**config.mk**
```make
export PLATFORM = sky130hd
export DESIGN_NAME = acc_top
export DESIGN_NICKNAME = d
export VERILOG_FILES = /design/src/logic/acc_pkg.sv /design/src/logic/acc_cfg_if.sv /design/src/logic/acc_sync.sv /design/src/logic/acc_top.sv
export VERILOG_INCLUDE_DIRS = /design/src /design/src/logic
export SDC_FILE = /design/constraint.sdc
export NUM_CORES = 1
export LEC_CHECK = 0
export BUFFER_PORTS_ARGS = -buffer_cell sky130_fd_sc_hd__buf_4
export CORE_AREA = 2 2 50 52
export CTS_BUF_LIST = sky130_fd_sc_hd__clkbuf_4
export CTS_CLUSTER_SIZE = 14
export DETAILED_ROUTE_END_ITERATION = 12
export DIE_AREA = 0 0 52 54
export PLACE_DENSITY = 0.83
export SETUP_SLACK_MARGIN = 0.4
export SYNTH_ARGS = -nofsm -noshare
export SYNTH_HDL_FRONTEND = slang
export SYNTH_SLANG_ARGS = --single-unit
```
**constraint.sdc**
```tcl
create_clock -name ref_clk -period 4.2 [get_ports ref_clk]
set_clock_uncertainty 0.2 [all_clocks]
set_input_delay 0.84 -clock ref_clk [delete_from_list [all_inputs] [get_ports ref_clk]]
set_output_delay 0.84 -clock ref_clk [all_outputs]
set_load 0.01 [all_outputs]
```
**src/logic/acc_regs.svh**
```systemverilog
/*
 * Register offsets, field positions, reset values and timing counts of the
 * comparator control block. Assumes inclusion by bare name; definitions only.
 */
`ifndef ACC_REGS_SVH
`define ACC_REGS_SVH

// Register byte offsets
`define ACC_CTRL_OFS         8'h00
`define ACC_INPUT_SEL_OFS    8'h02
`define ACC_IRQ_ENABLE_OFS   8'h06
`define ACC_STATE_FLAG_OFS   8'h07

// Control register fields
`define ACC_CTRL_ENABLE_BIT  0
`define ACC_CTRL_EDGE_LSB    4
`define ACC_CTRL_EDGE_MSB    5
`define ACC_CTRL_MASK        8'h31

// Input select fields
`define ACC_SEL_INVERT_BIT   7
`define ACC_SEL_POS_LSB      3
`define ACC_SEL_POS_MSB      4
`define ACC_SEL_NEG_LSB      0
`define ACC_SEL_NEG_MSB      1
`define ACC_SEL_MASK         8'h9B

// Interrupt enable and status fields
`define ACC_IRQ_BIT          0
`define ACC_STATE_BIT        4

// Reset values
`define ACC_CTRL_RST         8'h00
`define ACC_SEL_RST          8'h00
`define ACC_IRQ_EN_RST       8'h00
`define ACC_STATUS_RST       8'h00

// Synchroniser depth: state bit lags the comparator by this many cycles
`define ACC_SYNC_STAGES      3

`endif

```
**src/logic/acc_pkg.sv**
```systemverilog
/*
 * Types shared by the comparator control modules.
 * Assumes the register header is included alongside where offsets are needed.
 */
`default_nettype none

package acc_pkg;
   // Edge choice for the interrupt flag
   typedef enum logic [1:0] {
      ACC_EDGE_ANY      = 2'h0,
      ACC_EDGE_RESERVED = 2'h1,
      ACC_EDGE_FALL     = 2'h2,
      ACC_EDGE_RISE     = 2'h3
   } acc_edge_e;

   // Negative input choices
   typedef enum logic [1:0] {
      ACC_NEG_PIN0 = 2'h0,
      ACC_NEG_PIN1 = 2'h1,
      ACC_NEG_VREF = 2'h2,
      ACC_NEG_DAC  = 2'h3
   } acc_neg_e;

   typedef logic [7:0] acc_byte_t;
endpackage : acc_pkg

`default_nettype wire

```
**src/logic/acc_cfg_if.sv**
```systemverilog
/*
 * Configuration and status bundle between the register file and the
 * comparator datapath. Assumes both ends share one clock.
 */
`timescale 1ns/1ns
`default_nettype none

interface acc_cfg_if;
   import acc_pkg::*;
   logic       enable;
   logic       invert;
   logic [1:0] pos_sel;
   acc_neg_e   neg_sel;
   acc_edge_e  edge_sel;
   logic       state;
   logic       edge_event;

   // Register file drives settings and reads results
   modport regs (output enable, output invert, output pos_sel, output neg_sel,
                 output edge_sel, input state, input edge_event);
   // Datapath consumes settings and reports results
   modport core (input enable, input invert, input pos_sel, input neg_sel,
                 input edge_sel, output state, output edge_event);
endinterface : acc_cfg_if

`default_nettype wire

```
**src/logic/acc_sync.sv**
```systemverilog
/*
 * Comparator output conditioning: inversion, synchroniser and edge detect.
 * Assumes the raw comparator output is asynchronous to ref_clk.
 */
`timescale 1ns/1ns
`default_nettype none
`include "acc_regs.svh"

module acc_sync
   import acc_pkg::*;
#(
   parameter int STAGES = `ACC_SYNC_STAGES
) (
   input  wire logic ref_clk,
   input  wire logic resetn,
   input  wire logic cmp_raw,
   acc_cfg_if.core   cfg
);
   // Refuse a chain too short for two raw stages plus the state stage
   if (STAGES < 3) begin : g_bad_stages
      $error("acc_sync needs at least three stages");
   end

   logic [STAGES-2:0] raw_reg;
   logic [STAGES-2:0] raw_next;
   logic              state_reg;
   logic              state_next;
   logic              prev_reg;
   logic              prev_next;
   logic              cond;
   logic              evt;

   // Gate only after two raw flops, so no glitch of the pin reaches logic
   // inversion for every consumer
   assign cond = cfg.enable & (raw_reg[STAGES-2] ^ cfg.invert);

   always_comb begin
      raw_next   = {raw_reg[STAGES-3:0], cmp_raw};
      state_next = cond;
      prev_next  = state_reg;
   end

   always_ff @(posedge ref_clk) begin
      if (!resetn) begin
         raw_reg   <= '0;
         state_reg <= 1'b0;
         prev_reg  <= 1'b0;
      end else begin
         raw_reg   <= raw_next;
         state_reg <= state_next;
         prev_reg  <= prev_next;
      end
   end

   // Edge choice; reserved code raises nothing
   always_comb begin
      case (cfg.edge_sel)
         ACC_EDGE_ANY:  evt = state_reg ^ prev_reg;
         ACC_EDGE_FALL: evt = prev_reg & ~state_reg;
         ACC_EDGE_RISE: evt = ~prev_reg & state_reg;
         default:       evt = 1'b0;
      endcase
   end

   assign cfg.state      = state_reg;
   assign cfg.edge_event = evt;
endmodule : acc_sync

`default_nettype wire

```
**src/logic/acc_top.sv**
```systemverilog
/*
 * Analog comparator control: registers, input routing, state and interrupt.
 * Assumes a plain register port with read data one cycle after the strobe
 * and an asynchronous comparator output arriving on cmp_raw.
 */
// What this block does
// - Inversion bit flips comparator output for all consumers and status.
// - Positive select bits 4:3 route positive pins zero to three.
// - Negative select bits 1:0 pick pin zero, pin one, reference, DAC.
// - DAC choice always uses the DAC with this comparator's own index.
// - Interrupt enable bit 0 at offset 0x06, read-write, resets zero.
// - Status bit 4 shows comparator output after three-cycle synchroniser.
// - Interrupt flag bit 0 at offset 0x07, cleared by writing one.
// - Edge select picks both, falling or rising edges; code one reserved.
// - Interrupt request high while flag set and enable set.
// - Comparator operates and drives output only while enable bit is one.
`timescale 1ns/1ns
`default_nettype none
`include "acc_regs.svh"

module acc_top
   import acc_pkg::*;
#(
   parameter int INSTANCE = 0
) (
   input  wire logic       ref_clk,
   input  wire logic       resetn,
   input  wire logic [7:0] reg_addr,
   input  wire logic [7:0] reg_wdata,
   input  wire logic       reg_write,
   input  wire logic       reg_read,
   output var  logic [7:0] reg_rdata,
   input  wire logic       cmp_raw,
   output var  logic       cmp_enable,
   output var  logic [3:0] positive_pin_sel,
   output var  logic [3:0] negative_src_sel,
   output var  logic [1:0] dac_index,
   output var  logic       cmp_out,
   output var  logic       irq
);
   // Refuse an index that the two-bit DAC selector cannot name
   if (INSTANCE < 0 || INSTANCE > 3) begin : g_bad_instance
      $error("acc_top INSTANCE out of range");
   end

   // Typed copies of the header constants
   localparam acc_byte_t  CTRL_RST  = `ACC_CTRL_RST;
   localparam acc_byte_t  SEL_RST   = `ACC_SEL_RST;
   localparam acc_byte_t  IEN_RST   = `ACC_IRQ_EN_RST;
   localparam acc_byte_t  STAT_RST  = `ACC_STATUS_RST;
   localparam acc_byte_t  CTRL_MASK = `ACC_CTRL_MASK;
   localparam acc_byte_t  SEL_MASK  = `ACC_SEL_MASK;
   localparam logic [1:0] DAC_INDEX = 2'(INSTANCE);

   // Settings and results shared with the datapath
   acc_cfg_if cfg ();

   // Synchroniser, inversion, enable gate and edge detect
   acc_sync #(
      .STAGES (`ACC_SYNC_STAGES)
   ) u_sync (
      .ref_clk (ref_clk),
      .resetn  (resetn),
      .cmp_raw (cmp_raw),
      .cfg     (cfg)
   );

   // One-hot decode of a two-bit selection
   function automatic logic [3:0] acc_onehot(input logic [1:0] code);
      acc_onehot = 4'h1 << code;
   endfunction : acc_onehot

   // Strobe aimed at one register offset
   function automatic logic acc_hit(input logic       strobe,
                                    input logic [7:0] addr,
                                    input acc_byte_t  ofs);
      acc_hit = strobe && (addr == ofs);
   endfunction : acc_hit

   // Control register: enable and edge choice
   acc_byte_t  ctrl_reg;
   acc_byte_t  ctrl_next;
   // Input select register: invert, positive and negative fields
   acc_byte_t  sel_reg;
   acc_byte_t  sel_next;
   // Interrupt enable bit
   logic       irq_en_reg;
   logic       irq_en_next;
   // Sticky interrupt flag
   logic       flag_reg;
   logic       flag_next;
   // Read data, zero outside the answer cycle
   acc_byte_t  rdata_reg;
   acc_byte_t  rdata_next;
   // Registered outputs
   logic       irq_reg;
   logic       irq_next;
   logic [3:0] pos_reg;
   logic [3:0] pos_next;
   logic [3:0] neg_reg;
   logic [3:0] neg_next;
   logic [1:0] dac_reg;
   logic [1:0] dac_next;
   logic       en_reg;
   logic       en_next;
   logic       out_reg;
   logic       out_next;
   // Decoded strobes
   logic       wr_ctrl;
   logic       wr_sel;
   logic       wr_ien;
   logic       wr_stat;
   logic       rd_ctrl;
   logic       rd_sel;
   logic       rd_ien;
   logic       rd_stat;
   logic       clr_req;

   // Write decode; unmapped offsets match nothing, so such writes vanish
   assign wr_ctrl = acc_hit(reg_write, reg_addr, `ACC_CTRL_OFS);
   assign wr_sel  = acc_hit(reg_write, reg_addr, `ACC_INPUT_SEL_OFS);
   assign wr_ien  = acc_hit(reg_write, reg_addr, `ACC_IRQ_ENABLE_OFS);
   assign wr_stat = acc_hit(reg_write, reg_addr, `ACC_STATE_FLAG_OFS);
   // Read decode; unmapped offsets leave the answer at zero
   assign rd_ctrl = acc_hit(reg_read, reg_addr, `ACC_CTRL_OFS);
   assign rd_sel  = acc_hit(reg_read, reg_addr, `ACC_INPUT_SEL_OFS);
   assign rd_ien  = acc_hit(reg_read, reg_addr, `ACC_IRQ_ENABLE_OFS);
   assign rd_stat = acc_hit(reg_read, reg_addr, `ACC_STATE_FLAG_OFS);
   assign clr_req = wr_stat && reg_wdata[`ACC_IRQ_BIT];

   // Settings towards the datapath
   // enable gates operation
   assign cfg.enable   = ctrl_reg[`ACC_CTRL_ENABLE_BIT];
   assign cfg.invert   = sel_reg[`ACC_SEL_INVERT_BIT];
   assign cfg.pos_sel  = sel_reg[`ACC_SEL_POS_MSB:`ACC_SEL_POS_LSB];
   assign cfg.neg_sel  = acc_neg_e'(sel_reg[`ACC_SEL_NEG_MSB:`ACC_SEL_NEG_LSB]);
   assign cfg.edge_sel = acc_edge_e'(ctrl_reg[`ACC_CTRL_EDGE_MSB:`ACC_CTRL_EDGE_LSB]);

   // Control register; bits with no function are masked so they read zero
   always_comb begin
      ctrl_next = ctrl_reg;
      if (wr_ctrl) begin
         ctrl_next = reg_wdata & CTRL_MASK;
      end
   end

   always_ff @(posedge ref_clk) begin
      if (!resetn) begin
         ctrl_reg <= CTRL_RST;
      end else begin
         ctrl_reg <= ctrl_next;
      end
   end

   // Input select register; spare bits masked on write
   always_comb begin
      sel_next = sel_reg;
      if (wr_sel) begin
         sel_next = reg_wdata & SEL_MASK;
      end
   end

   always_ff @(posedge ref_clk) begin
      if (!resetn) begin
         sel_reg <= SEL_RST;
      end else begin
         sel_reg <= sel_next;
      end
   end

   // Interrupt enable; only bit 0 is stored
   // enable bit storage
   always_comb begin
      irq_en_next = irq_en_reg;
      if (wr_ien) begin
         irq_en_next = reg_wdata[`ACC_IRQ_BIT];
      end
   end

   always_ff @(posedge ref_clk) begin
      if (!resetn) begin
         irq_en_reg <= IEN_RST[`ACC_IRQ_BIT];
      end else begin
         irq_en_reg <= irq_en_next;
      end
   end

   // Sticky flag; the set is applied last so it wins over a clear in
   // the same cycle, and software never loses an edge it did not see
   always_comb begin
      flag_next = flag_reg;
      if (clr_req) begin
         flag_next = 1'b0;
      end
      if (cfg.edge_event) begin
         flag_next = 1'b1;
      end
   end

   always_ff @(posedge ref_clk) begin
      if (!resetn) begin
         flag_reg <= STAT_RST[`ACC_IRQ_BIT];
      end else begin
         flag_reg <= flag_next;
      end
   end

   // Read answer, registered; stands one cycle after the strobe, else zero
   // Zero between reads keeps stale data off the shared read bus
   always_comb begin
      rdata_next = 8'h00;
      if (rd_ctrl) begin
         rdata_next = ctrl_reg;
      end
      if (rd_sel) begin
         rdata_next = sel_reg;
      end
      if (rd_ien) begin
         rdata_next = {7'h00, irq_en_reg};
      end
      if (rd_stat) begin
         rdata_next = {3'h0, cfg.state, 3'h0, flag_reg};
      end
   end

   always_ff @(posedge ref_clk) begin
      if (!resetn) begin
         rdata_reg <= 8'h00;
      end else begin
         rdata_reg <= rdata_next;
      end
   end

   // request tracks flag and enable
   // Built from next values so the request moves on the same edge as the flag
   always_comb begin
      irq_next = flag_next & irq_en_next;
   end

   always_ff @(posedge ref_clk) begin
      if (!resetn) begin
         irq_reg <= 1'b0;
      end else begin
         irq_reg <= irq_next;
      end
   end

   // Routing towards the analog side, all registered so that the
   // switches see one clean change per register write
   always_comb begin
      pos_next = acc_onehot(cfg.pos_sel);
      // negative source one-hot: pin0, pin1, reference, DAC
      neg_next = acc_onehot(cfg.neg_sel);
      dac_next = DAC_INDEX;
      en_next  = cfg.enable;
   end

   always_ff @(posedge ref_clk) begin
      if (!resetn) begin
         pos_reg <= 4'h1;
         neg_reg <= 4'h1;
         dac_reg <= DAC_INDEX;
         en_reg  <= 1'b0;
      end else begin
         pos_reg <= pos_next;
         neg_reg <= neg_next;
         dac_reg <= dac_next;
         en_reg  <= en_next;
      end
   end

   // Conditioned output for consumers; one stage behind the state bit,
   // a cycle of latency traded for a clean flip-flop output
   always_comb begin
      out_next = cfg.state;
   end

   always_ff @(posedge ref_clk) begin
      if (!resetn) begin
         out_reg <= 1'b0;
      end else begin
         out_reg <= out_next;
      end
   end

   // Top outputs, each straight from its flip-flop
   assign reg_rdata        = rdata_reg;
   assign irq              = irq_reg;
   assign positive_pin_sel = pos_reg;
   assign negative_src_sel = neg_reg;
   assign dac_index        = dac_reg;
   assign cmp_enable       = en_reg;
   assign cmp_out          = out_reg;
endmodule : acc_top

`default_nettype wire

```
==> metrics.txt <==
Die Width roughly 52 microns; RSZ-0062 raised after global routing no; status finished, final reports clean; antenna violations before repair 0; DRT Pass-1 Iters 4; Yosys Warn Count 0; top cells by count, synth 30 x dfxtp_1, 15 x nand2_1, 8 x mux2i_1; # rows 18; CTS tree done; Largest register FFs 6; VDD IR-drop max roughly 0.00020 V; Via density 4.91; first-pass GRT wire length 3420 microns; Simple-Gate Fraction of Synth Area 22.9%; P_leak 0.645 nW; Synth async-reset ratio 0%; DR vias 883; max-slew violations 0; Setup CP Type primary input to flop; CP Data Required Time around 4.3 ns; Netlist Area Pre-Place 1160 sq um; largest net degree at the start of global routing 26; hpwl dp 1590 microns; combinational share of power 6.0%; mux cell area share after synthesis 8.83%; Critical Path Fanout Max 8; setup ws final 2.19 ns; Pint 0.369 mW; number of remaining DRC errors 0; Power Density 324 nW/um^2; Iter 0 DRT Violations 8; CTS Hold Bufs 0; die area 2810 sq um; Placement Setup Slack 1.86 ns; nets about 170; register area share after synthesis 51.7%; largest family of logic cells by synthesized area simple AND/OR/NAND/NOR gates; crit path DAT around 2 ns; P_sw 0.108 mW; FMAX 498 MHz; Bufs on Longest Clock Path 2; xor-xnor portion of the synthesized cell area 0.753%; Global Route Usage Sum 17.5%; Reg power frac 59.9%; syn_area_per_cell 10.4 sq um; post-synth top area share 51.7%; I/O Buffers 35; grt total ovfl 0; synth top area cells dfxtp_1 52%, mux2i_1 6.9%, nand2_1 4.8%; Post-CTS Setup Bufs 0; min Tclk post-route 2.01 ns; routed length per instance about 12 microns; switch share between 20% and 30%; Syn-to-layout area delta 26.6%; Core ar. between 2000 and 2500 sq um; Setup crit start kind primary input; CTS Root Cell clkbuf_4; Setup TNS 0 ns; leading area contributor after synthesis dfxtp_1; Worst-path clk slew 0.08 ns; Final period util 47.8%; clock power share 34.2%; number of global-route vias before repair 786; worst hold-check path type flop to flop; CTS H-tree lvls 2; max-cap violations 0; Synth Area in Adders under 10%; CTS Buf Count 5; most numerous cell in the Yosys netlist dfxtp_1; Total Wirelength between 2000 and 2500 microns; Final Hold Viols 0; Synth Flop Type dfxtp_1; RePlAce Congestion 0.812; Ant. Diodes 0; Die Y around 54 microns; Setup violations, final 0; post-cts resize count 0; Post-Synthesis Cells between 100 and 150; number of flops mapped to enable cells by yosys 0; clk sinks 30; Initial Utilization approximately half; number of synthesized register bits 30; I/O pin cnt 42; Synth Area in Compound Gates 6.57%; Distinct cells, synth 31; Post-DRT Antenna Nets 0; share of cells above drive strength 1 33.3%; Critical Path Sink Type flop; Clk Latency, worst-skew pair 0.32 ns
cells by family after synthesis:
kind of cell               after synthesis
AOI/OAI and AO/OA                       10
DFF                                     30
other                                    1
muxes                                   10
buffers and inverters                   14
adders and majority gates                2
and+or+nand+nor                         44
xor gates and xnor gates                 1
power groups by stage:
stage	Combinational, mW	Clock [mW]	Sequential (mW)
floorplan	0.0131	0	0.292
global placement	0.0279	0	0.292
detailed placement	0.0284	0	0.292
CTS	0.0284	0.167	0.286
global route	0.0314	0.176	0.286
finish	0.0284	0.163	0.286
metrics by stage:
step                      util, %  cells  total power [mW]  hold slack [ns]  cell area, sq um
final                        63.4    180             0.477            0.248              1470
after global routing         63.4    180             0.494            0.270              1470
after CTS                    63.4    180             0.481            0.254              1470
after detailed placement     61.1    172             0.321            0.229              1420
after global placement       61.1    172             0.320            0.217              1420
after floorplan                 -    115             0.305            0.212              1170
cells in the final DEF (no fill, tap or decap), drive strengths merged, types with 2 or more instances in the layout:
cell type / n
dfxtp: 30
clkinv: 2
nor2b: 2
and3: 2
buf: 35
o21ai: 2
and4b: 2
nor2: 6
nand3: 2
mux2i: 8
nand2: 15
nor3b: 3
o21a: 2
clkbuf: 6
ha: 2
mux2: 2
and2: 6
and4: 3
conb: 4
inv: 6
per-layer routing:
metal	track usage, %	vias to the layer above	share of wire, %
li1	-	446	-
met1	18.5	413	40
met2	29.7	19	52
met3	5.00	5	5.1
met4	13.2	0	3.1
met5	0	-	0
cell type report:
| cell class | instances | area [sq um] |
|---|---|---|
| fillers | 203 | 848 |
| multi-input cells | 71 | 494 |
| inverters | 6 | 22.5 |
| clock inverters | 2 | 8.76 |
| clock buffers | 6 | 45.0 |
| flip-flops and latches | 30 | 601 |
| repair buffers | 35 | 263 |
| well taps | 30 | 37.5 |
worst max-delay path, stage by stage:
cell	delay, ns
buf_4	0.12
nor4_4	0.42
and4_1	0.45
mux2i_1	0.23
final timing paths:
kind / startpoint / to / slack, ns / cells after the start
setup reg to reg: u_sync.prev_reg / irq / 2.60 / 5
hold reg to reg: u_sync.raw_reg[0] / u_sync.raw_reg[1] / 0.25 / 1
hold / removal: u_sync.raw_reg[0] / u_sync.raw_reg[1] / 0.25 / 1
setup / recovery: reg_addr[5] / sel_reg[7] / 2.19 / 4
Power figures use the tool's default switching activity.
